<file path="src/gti_pkg.sv">
// constants shared by the instrument bus talker/listener interface
// ****************************************************************
// Summary of operation
// ****************************************************************
package gti_pkg;
	localparam logic [4:0] PRI_ADDR_RESET = 5'h0f;
	localparam logic [4:0] PRI_ADDR_MAX = 5'h1e;
	localparam logic [7:0] LISTEN_BASE = 8'h20;
	localparam logic [7:0] TALK_BASE = 8'h40;
	localparam logic [7:0] CMD_GTL = 8'h01;
	localparam logic [7:0] CMD_SDC = 8'h04;
	localparam logic [7:0] CMD_GET = 8'h08;
	localparam logic [7:0] CMD_LLO = 8'h11;
	localparam logic [7:0] CMD_DCL = 8'h14;
	localparam logic [7:0] CMD_UNL = 8'h3f;
	localparam logic [7:0] CMD_UNT = 8'h5f;
	localparam int SYNC_STAGES = 2;
	typedef enum logic [1:0]
	{
		SRC_IDLE = 2'b00,
		SRC_WAIT_READY = 2'b01,
		SRC_VALID = 2'b10,
		SRC_WAIT_TAKEN = 2'b11
	} gti_src_e;
	typedef enum logic [1:0]
	{
		ACC_READY = 2'b00,
		ACC_HOLD = 2'b01,
		ACC_WAIT_DROP = 2'b10
	} gti_acc_e;
endpackage

</file>
<file path="src/gti_top.sv">
// device-side talker/listener interface for the instrument bus
`timescale 1ns/10ps
module gti_top
	import gti_pkg::*;
(
	// clock, reset, clock enable
	input wire logic CLK_SYS,
	input wire logic RESET,
	input wire logic CE,
	// bus data lines, active low
	input wire logic [7:0] DIO_N_IN,
	output logic [7:0] DIO_N_OUT,
	output logic [7:0] DIO_N_OE,
	// bus management lines, active low
	input wire logic ATN_N_IN,
	input wire logic IFC_N_IN,
	input wire logic REN_N_IN,
	input wire logic EOI_N_IN,
	output logic EOI_N_OUT,
	output logic EOI_N_OE,
	output logic SRQ_N_OUT,
	output logic SRQ_N_OE,
	// handshake lines, active low
	input wire logic DAV_N_IN,
	output logic DAV_N_OUT,
	output logic DAV_N_OE,
	input wire logic NRFD_N_IN,
	output logic NRFD_N_OUT,
	output logic NRFD_N_OE,
	input wire logic NDAC_N_IN,
	output logic NDAC_N_OUT,
	output logic NDAC_N_OE,
	// address setting
	input wire logic [4:0] ADDR_VALUE,
	input wire logic ADDR_WRITE,
	output logic [4:0] ADDR,
	// received data stream
	output logic [7:0] RX_DATA,
	output logic RX_VALID,
	output logic RX_END,
	input wire logic RX_READY,
	// transmit data stream
	input wire logic [7:0] TX_DATA,
	input wire logic TX_END,
	input wire logic TX_VALID,
	output logic TX_READY,
	// service request
	input wire logic SRQ_SET,
	input wire logic SRQ_CLEAR,
	// status and events
	output logic LISTENING,
	output logic TALKING,
	output logic REMOTE,
	output logic LOCKOUT,
	output logic CLEAR_PULSE,
	output logic TRIGGER_PULSE
);
	logic [11:0] raw_lines;
	logic [11:0] sync_lines;
	logic [7:0] bus_data;
	logic atn, ifc, ren, eoi, dav, nrfd, ndac;
	logic byte_taken;
	logic [7:0] taken_byte;
	logic taken_eoi;
	logic cmd_taken;
	logic acc_active;
	logic srq_flag;
	logic ren_seen;
	logic [7:0] tx_byte;
	logic tx_last;
	logic tx_full;
	gti_src_e src_state;
	gti_acc_e acc_state;

	// ****************************************************************
	// input synchronisation and polarity
	// ****************************************************************
	assign raw_lines = {DIO_N_IN, ATN_N_IN, IFC_N_IN, REN_N_IN, EOI_N_IN};

	gti_sync #(.WIDTH(12)) u_sync_a
	(
		.clk(CLK_SYS),
		.reset(RESET),
		.ce(CE),
		.async_in(raw_lines),
		.sync_out(sync_lines)
	);

	logic [2:0] hs_sync;
	gti_sync #(.WIDTH(3)) u_sync_b
	(
		.clk(CLK_SYS),
		.reset(RESET),
		.ce(CE),
		.async_in({DAV_N_IN, NRFD_N_IN, NDAC_N_IN}),
		.sync_out(hs_sync)
	);

	// low level is true on every line
	assign bus_data = ~sync_lines[11:4];
	assign atn = ~sync_lines[3];
	assign ifc = ~sync_lines[2];
	assign ren = ~sync_lines[1];
	assign eoi = ~sync_lines[0];
	assign dav = ~hs_sync[2];
	assign nrfd = ~hs_sync[1];
	assign ndac = ~hs_sync[0];

	function automatic logic is_own(input logic [7:0] b, input logic [7:0] base, input logic [4:0] a);
		is_own = (b[6:0] == (base[6:0] | {2'b00, a}));
	endfunction

	// ****************************************************************
	// primary address
	// ****************************************************************
	always_ff @(posedge CLK_SYS)
	begin
		if (RESET)
			ADDR <= PRI_ADDR_RESET;
		else if (CE && ADDR_WRITE && ADDR_VALUE <= PRI_ADDR_MAX)
			ADDR <= ADDR_VALUE;
	end

	// ****************************************************************
	// acceptor handshake
	// ****************************************************************
	// accept while attention is true (every device must take commands) or when listening
	assign acc_active = atn || LISTENING;

	always_ff @(posedge CLK_SYS)
	begin
		if (RESET)
		begin
			acc_state <= ACC_READY;
			taken_byte <= 8'h00;
			taken_eoi <= 1'b0;
		end
		else if (CE)
		begin
			case (acc_state)
				ACC_READY:
					if (acc_active && dav)
					begin
						taken_byte <= bus_data;
						taken_eoi <= eoi;
						acc_state <= ACC_HOLD;
					end
				ACC_HOLD:
					// data bytes wait for the user stream to have room
					if (atn || !RX_VALID || RX_READY)
						acc_state <= ACC_WAIT_DROP;
				ACC_WAIT_DROP:
					if (!dav)
						acc_state <= ACC_READY;
				default:
					acc_state <= ACC_READY;
			endcase
		end
	end

	assign byte_taken = CE && acc_state == ACC_HOLD && (atn || !RX_VALID || RX_READY);
	assign cmd_taken = byte_taken && atn;

	// not-ready held except while waiting idle; not-accepted released once taken
	always_ff @(posedge CLK_SYS)
	begin
		if (RESET)
		begin
			NRFD_N_OE <= 1'b0;
			NDAC_N_OE <= 1'b0;
		end
		else if (CE)
		begin
			NRFD_N_OE <= acc_active && !(acc_state == ACC_READY && !dav);
			NDAC_N_OE <= acc_active && !(acc_state == ACC_WAIT_DROP);
		end
	end
	assign NRFD_N_OUT = 1'b0;
	assign NDAC_N_OUT = 1'b0;

	// ****************************************************************
	// received data stream
	// ****************************************************************
	always_ff @(posedge CLK_SYS)
	begin
		if (RESET)
		begin
			RX_VALID <= 1'b0;
			RX_DATA <= 8'h00;
			RX_END <= 1'b0;
		end
		else if (CE)
		begin
			if (byte_taken && !atn && LISTENING)
			begin
				RX_VALID <= 1'b1;
				RX_DATA <= taken_byte;
				RX_END <= taken_eoi;
			end
			else if (RX_READY)
				RX_VALID <= 1'b0;
		end
	end

	// ****************************************************************
	// addressing and bus commands
	// ****************************************************************
	always_ff @(posedge CLK_SYS)
	begin
		if (RESET)
		begin
			LISTENING <= 1'b0;
			TALKING <= 1'b0;
		end
		else if (CE)
		begin
			if (ifc)
			begin
				LISTENING <= 1'b0;
				TALKING <= 1'b0;
			end
			else if (cmd_taken)
			begin
				// secondary range 0x60-0x7f matches nothing here
				if (is_own(taken_byte, LISTEN_BASE, ADDR))
					LISTENING <= 1'b1;
				else if (taken_byte[6:0] == CMD_UNL[6:0])
					LISTENING <= 1'b0;
				if (is_own(taken_byte, TALK_BASE, ADDR))
					TALKING <= 1'b1;
				else if (taken_byte[6:0] == CMD_UNT[6:0])
					TALKING <= 1'b0;
				else if (taken_byte[6:5] == 2'b10)
					TALKING <= 1'b0; // only one talker: another talk address idles us
			end
		end
	end

	always_ff @(posedge CLK_SYS)
	begin
		if (RESET)
		begin
			REMOTE <= 1'b0;
			LOCKOUT <= 1'b0;
			CLEAR_PULSE <= 1'b0;
			TRIGGER_PULSE <= 1'b0;
			ren_seen <= 1'b0;
		end
		else if (CE)
		begin
			CLEAR_PULSE <= cmd_taken && (taken_byte[6:0] == CMD_DCL[6:0]
				|| (LISTENING && taken_byte[6:0] == CMD_SDC[6:0]));
			TRIGGER_PULSE <= cmd_taken && LISTENING && taken_byte[6:0] == CMD_GET[6:0];
			ren_seen <= ren;
			if (!ren)
			begin
				REMOTE <= 1'b0;
				LOCKOUT <= 1'b0;
			end
			else if (cmd_taken && LISTENING && taken_byte[6:0] == CMD_GTL[6:0])
				REMOTE <= 1'b0;
			// remote entered as enable rises or on our listen address, so that
			// a go-to-local holds while enable stays true
			else if (!ren_seen || (cmd_taken && is_own(taken_byte, LISTEN_BASE, ADDR)))
				REMOTE <= 1'b1;
			if (ren && cmd_taken && taken_byte[6:0] == CMD_LLO[6:0])
				LOCKOUT <= 1'b1;
		end
	end

	// ****************************************************************
	// source handshake
	// ****************************************************************
	// one byte holding stage, the user stream stalls on TX_READY
	// TX_READY is kept registered as the inverse of tx_full, low in reset

	always_ff @(posedge CLK_SYS)
	begin
		if (RESET)
		begin
			src_state <= SRC_IDLE;
			TX_READY <= 1'b0;
			tx_full <= 1'b0;
			tx_byte <= 8'h00;
			tx_last <= 1'b0;
		end
		else if (CE)
		begin
			TX_READY <= !tx_full;
			if (TX_VALID && TX_READY)
			begin
				tx_full <= 1'b1;
				TX_READY <= 1'b0;
				tx_byte <= TX_DATA;
				tx_last <= TX_END;
			end
			case (src_state)
				SRC_IDLE:
					if (tx_full && TALKING && !atn)
						src_state <= SRC_WAIT_READY;
				SRC_WAIT_READY:
					if (!TALKING || atn)
						src_state <= SRC_IDLE;
					else if (!nrfd)
						src_state <= SRC_VALID;
				SRC_VALID:
					if (!ndac)
						src_state <= SRC_WAIT_TAKEN;
				SRC_WAIT_TAKEN:
				begin
					tx_full <= 1'b0;
					TX_READY <= 1'b1;
					src_state <= SRC_IDLE;
				end
				default:
					src_state <= SRC_IDLE;
			endcase
			if (ifc || (atn && src_state == SRC_VALID))
				src_state <= SRC_IDLE;
		end
	end

	always_ff @(posedge CLK_SYS)
	begin
		if (RESET)
		begin
			DIO_N_OE <= 8'h00;
			DIO_N_OUT <= 8'hff;
			DAV_N_OE <= 1'b0;
			EOI_N_OE <= 1'b0;
		end
		else if (CE)
		begin
			// data lines released whenever we are not sourcing
			// pull low only the lines whose bit is a one; zero bits stay released
			DIO_N_OE <= (TALKING && !atn && src_state != SRC_IDLE) ? tx_byte : 8'h00;
			DIO_N_OUT <= ~tx_byte;
			DAV_N_OE <= src_state == SRC_VALID && TALKING && !atn && !ifc;
			EOI_N_OE <= TALKING && !atn && src_state != SRC_IDLE && tx_last;
		end
	end
	assign DAV_N_OUT = 1'b0;
	assign EOI_N_OUT = 1'b0;

	// ****************************************************************
	// service request
	// ****************************************************************
	always_ff @(posedge CLK_SYS)
	begin
		if (RESET)
			srq_flag <= 1'b0;
		else if (CE)
		begin
			if (SRQ_SET)
				srq_flag <= 1'b1;
			else if (SRQ_CLEAR)
				srq_flag <= 1'b0;
		end
	end
	assign SRQ_N_OE = srq_flag;
	assign SRQ_N_OUT = 1'b0;
endmodule

</file>
<file path="src/gti_sync.sv">
// two-stage synchroniser for bus lines arriving without a clock
`timescale 1ns/10ps
module gti_sync
#(
	parameter int WIDTH = 8
)
(
	// clocking
	input wire logic clk,
	input wire logic reset,
	input wire logic ce,
	// lines
	input wire logic [WIDTH-1:0] async_in,
	output logic [WIDTH-1:0] sync_out
);
	logic [WIDTH-1:0] stage1;

	// resets to all ones: a released (false) active-low line
	always_ff @(posedge clk)
	begin
		if (reset)
		begin
			stage1 <= '1;
			sync_out <= '1;
		end
		else if (ce)
		begin
			stage1 <= async_in;
			sync_out <= stage1;
		end
	end
endmodule

</file>
<file path="config.mk">
export PLATFORM = sky130hd
export DESIGN_NAME = gti_top
export DESIGN_NICKNAME = d
export VERILOG_FILES = /design/src/gti_pkg.sv /design/src/gti_top.sv /design/src/gti_sync.sv
export SDC_FILE = /design/constraint.sdc
export NUM_CORES = 1
export LEC_CHECK = 0
export BUFFER_PORTS_ARGS = -buffer_cell sky130_fd_sc_hd__buf_2
export CORE_MARGIN = 2
export CORE_UTILIZATION = 45
export CTS_BUF_LIST = sky130_fd_sc_hd__clkbuf_8
export DETAILED_ROUTE_END_ITERATION = 8
export PLACE_DENSITY = 0.68
export SLEW_MARGIN = 10
export SYNTH_ARGS = -nofsm -noshare
export SYNTH_HDL_FRONTEND = slang
export SYNTH_SLANG_ARGS = --single-unit
</file>
<file path="constraint.sdc">
create_clock -name CLK_SYS -period 4.1 [get_ports CLK_SYS]
set_input_delay 0.205 -clock CLK_SYS [delete_from_list [all_inputs] [get_ports CLK_SYS]]
set_output_delay 0.205 -clock CLK_SYS [all_outputs]
set_load 0.01 [all_outputs]
</file>
# After elaboration in Yosys (flattened, before gate mapping)
# Cells that the tools add are included.
# word_totals
regBits	97
latch_bits	0
ram_bits	0
rom_bits	0
in_bits	37
out_inout_bits	48
n_memories	0
# op_classes
add_sub_neg	0
n_mul	0
div	0
order_cmp	1
n_eq_ne	24
n_shift	0
muxes	33
bitwise_logic	7
reduce_logical	62
# ops
cell	n
$logic_and A1 B1 Y1	29
$mux W1	22
$mux W2	8
$not A8 Y8	2
$eq A7 B5 Y1 const B	2
$reduce_and A2 Y1	7
$reduce_bool A2 Y1	5
$reduce_and A3 Y1	3
$eq A2 B2 Y1 const B	4
$mux W8	1
$pmux W2 S4	1
$reduce_and A4 Y1	2
$eq A7 B1 Y1 const B	1
$eq A7 B3 Y1 const B	1
$eq A7 B4 Y1 const B	1
$eq A7 B6 Y1	1
$eq A7 B6 Y1 const B	1
$eq A7 B7 Y1	1
$eq A7 B7 Y1 const B	1
$logic_or A1 B1 Y1	7
$logic_not A1 Y1	6
$ne A2 B2 Y1 const B	3
$ne A3 B3 Y1 const B	2
$pmux W2 S3	1
9 further kinds	15

# Longest topological paths before layout
# logic_depth
depth_word	10
mapped_depth	6
ltp_nobuf	4

# Cells and area by module
# From an unflattened synthesis, not the netlist that was laid out.
# unflattened
cells_unflattened	395
hier_area_um2	3843.7
# by_module_without_submodules
module	instances	cells_each	area_per_inst_um2
gti_top	1	297	2713.9
gti_sync at u_sync_a	1	79	897.1
gti_sync at u_sync_b	1	19	232.7

# Worst setup path after synthesis
# Ideal clock, no wire load.
# synth_path
path_type	flip-flop to flip-flop
startpoint	register acc_state[0]
endpoint	register RX_DATA[1]
arrival_time_ns	1.356
required_ns	3.972
path_slack_ns	2.617
stages_incl_launch_ff	6
n_path_buf	1
period_less_slack_ns	1.483
cell_sequence	dfxtp_1 inv_2 or4b_1 buf_6 mux2i_1 nor2_1
# synth_between
elab_chain_cells	6
# synth_rtl
item	line	text
start, declared	gti_top.sv:73	gti_acc_e acc_state;
start signal, assigned	gti_top.sv:134	acc_state <= ACC_READY;
start signal, assigned	gti_top.sv:146	acc_state <= ACC_HOLD;
start signal, assigned	gti_top.sv:151	acc_state <= ACC_WAIT_DROP;
$eq A2 B1 Y1	gti_top.sv:161	assign byte_taken = CE && acc_state == ACC_HOLD && (atn || !RX_VALID || RX_READY);
$logic_and A1 B1 Y1 (2 in series)	gti_top.sv:161	
$logic_and A1 B1 Y1 (2 in series)	gti_top.sv:194	if (byte_taken && !atn && LISTENING)
$reduce_and A2 Y1 (no line)	-	
end signal, assigned	gti_top.sv:197	RX_DATA <= taken_byte;
end, declared	gti_top.sv:38	output logic [7:0] RX_DATA,
# No other way between the ends.
# A chain may end at the register's enable or synchronous reset.

# Final worst setup path
# layout_path
startpoint	register acc_state[0]
endpoint	register RX_DATA[2]
# The elaborated chain is that of the path after synthesis.

==> impl_metrics.py <==
metrics = {
    "floorplanning": {
        "rows": 33,
        "io_pins": 85,
        "design.core.area_um2": 8175,
        "start_util_pct": 46.07,
        "die_h_um": 95.48,
        "die_x_um": 95.48,
        "dieArea_um2": 9116,
    },
    "critical_path": {
        "critical_path_class": "register to register",
        "worstPathMaxFanout": 10,
        "cp.arrival_ps": 2060,
        "endpoint_kind": "register",
        "worstSetupStartpointType": "register",
        "worst_ep_required_time_ps": 4330,
    },
    "status": {
        "status": "finished, final reports clean",
    },
    "sta": {
        "finalSetupViolations": 0,
        "min_period_ps": 1825,
        "worst_pin_slew_ps": 786.0,
        "relSlewSlack_pct": 47.21,
        "fin_crit_sh_pct": 44.50,
        "finalHoldViolCount": 0,
        "tns_ps": 0,
        "drv_slew": 0,
        "max_freq_ghz": 0.5480,
        "rsz0062_at_grt": "false",
        "skew_ps": 10.78,
    },
    "placed_design": {
        "post-dp-hpwl_um": 5637,
        "place.gp.congestion": 0.9168,
        "port_buffers": 79,
    },
    "drt": {
        "dr.pass1.iters": 4,
        "wl_per_cell_um": 13.85,
        "antenna_left": 0,
        "vias": 3001,
        "via_per_inst": 5.112,
        "wl_um": 8130,
        "drc_errors": 0,
        "first_iter_violations": 198,
    },
    "pwr": {
        "powerDensity_nw_per_um2": 385.6,
        "power.total_mw": 1.682,
        "ir_drop_mv": 0.2186,
        "p_leak_nw": 1.891,
    },
    "clock_tree": {
        "cts_max_path_buffers": 2,
        "htreeDepth": 3,
        "cts_setup_buffers": 0,
        "cts_hold_buf": 0,
        "cts_resized": 0,
        "worstSkewPairLatency_ps": 360,
        "cts_root_buffer": "clkbuf_8",
        "cts_tree": "built",
        "cts_buffers": 9,
        "cts.sinks": 97,
        "path_clk_slew_ps": 100,
    },
    "synthesis": {
        "syn_area_per_cell_um2": 9.186,
        "syn_inst": 410,
        "synth_edf_count": 0,
        "syn_area_um2": 3766,
        "ys_types": 45,
        "yosysSeqAreaShare_pct": 51.56,
        "synthArstFlopShare_pct": 0,
        "ys_warn_count": 0,
        "ys.flop_type": "dfxtp_1",
        "ys_seq_elements": 97,
    },
    "layout": {
        "final_nets": 514,
        "drive_gt1_share_pct": 21.58,
        "syn2layout_area_growth_pct": 15.85,
        "n_antenna_cell": 0,
    },
    "flow_run": {
        "cap_viol_max_count": 0,
    },
    "global_routing": {
        "grt_pass1_wl_um": 13320,
        "grt.overflow.total": 0,
        "top_usage_layer": "met2",
        "grt_util_met2_pct": 28.52,
        "globalRouteMet3Util_pct": 3.953,
        "grt_pass1_vias": 2753,
        "grt_start_max_net_pins": 56,
        "grt_antenna_before_repair": 0,
        "grt.total_usage_pct": 18.48,
        "grtUsageMet1_pct": 26.02,
    },
    "min_path": {
        "hold_path_class": "primary input to register",
    },
}
cells by family (layout without fill, tap and decap cells):
kind of cell | after synthesis | after routing | share of synthesized area, %
buf+inv | 38 | 106 | 4.983
flops | 97 | 97 | 51.56
mux | 41 | 41 | 10.90
compound gates | 73 | 73 | 12.46
simple gates | 155 | 155 | 18.84
other cells | 1 | 5 | 0.09957
xor+xnor | 5 | 5 | 1.163
layout by cell type, fill, tap and decap left out, drive strengths merged, types with 2 or more instances in the layout:
cell type | netlist | final
dfxtp | 97 | 97
buf | 14 | 82
nand2 | 78 | 78
nor2 | 49 | 49
mux2i | 41 | 41
a21oi | 20 | 20
o21ai | 14 | 14
a22oi | 11 | 11
a211oi | 10 | 10
clkbuf | 16 | 10
inv | 6 | 7
conb | 1 | 5
clkinv | 2 | 5
a31oi | 4 | 4
xor2 | 4 | 4
o211ai | 4 | 4
and4 | 4 | 4
nand2b | 4 | 4
nor4 | 4 | 4
nand3 | 3 | 3
and3 | 2 | 2
nand4 | 2 | 2
nor3 | 2 | 2
a32oi | 2 | 2
clkinvlp | 0 | 2
layout make-up:
cell class,instances,area [µm²]
multi-input cells,279,1652
fillers,790,3812
repair buffers,82,417.9
inverters,8,30.03
clock buffers,10,137.6
flip-flops and latches,97,1942
well taps,105,131.4
clock inverters,6,52.55
layer usage:
layer,routed length (µm),part of all wire [%]
met1,3859,47
met2,3779,46
met3,404,5.0
met4,87,1.1
met5,0,0
power breakdown:
part           switching (mW)  internal (mW)
clock network           0.345          0.245
logic                  0.0658         0.0452
registers              0.0165          0.965
critical path, cell delays in order, from the launching register on:
cell and delay (ps):
dfxtp_1 500, inv_2 80, or4b_1 800, mux2i_1 260, nor2_1 50
flip-flops by register name, indices dropped and copies added (netlist names), 2 cells and up:
register and flops:
u_sync_b.sync_out 3, tx_byte 8, u_sync_a.stage1 12, u_sync_a.sync_out 12, DIO_N_OUT 8, acc_state 2
DIO_N_OE 8, RX_DATA 8, u_sync_b.stage1 3, taken_byte 8, ADDR 5, src_state 2
worst paths after layout:
path / startpoint / endpoint / slack, ps / cells after the start
worst min-delay path: DIO_N_IN[5] / u_sync_a.stage1[9] / 60 / 3
worst min register to register: u_sync_a.sync_out[11] / taken_byte[7] / 440 / 1
worst max register to register: acc_state[0] / RX_DATA[2] / 2280 / 4
worst max-delay path: acc_state[0] / RX_DATA[2] / 2280 / 4
synth_stat cells (2+ instances only):
library cell  instances  area [µm²]
nor4_1                3       18.77
nand2_1              78       292.8
inv_1                 5       18.77
nor3_1                2       10.01
a32oi_1               2       17.52
clkbuf_1             16       60.06
nor2_1               49       183.9
a22oi_1              11       82.58
nand2b_1              3       18.77
buf_2                 6       30.03
o21ai_0              14       70.07
a21oi_1              20       100.1
o211ai_1              4       30.03
buf_4                 6       45.04
mux2i_1              41       410.4
clkinv_1              2       7.510
and4_1                4       35.03
nand4_1               2       12.51
buf_6                 2       22.52
nand3_1               3       15.01
and3_1                2       12.51
xor2_1                4       35.03
a211oi_1             10       75.07
dfxtp_1              97        1942
a31oi_1               4       25.02
metrics by stage:
step | cell area [µm²] | std cells | hold WS [ps] | util, % | setup slack (ps)
3_5_place_dp | 4173 | 571 | 423.8 | 51.04 | 2072
6_report | 4363 | 587 | 55.82 | 53.37 | 2275
5_1_grt | 4363 | 587 | 45.73 | 53.37 | 2176
2_1_floorplan | 3781 | 414 | 333.4 | - | 2617
3_3_place_gp | 4173 | 571 | 419.5 | 51.04 | 2134
4_1_cts | 4363 | 587 | 46.47 | 53.37 | 2271
Note: power is estimated with default switching activity, not from simulation.
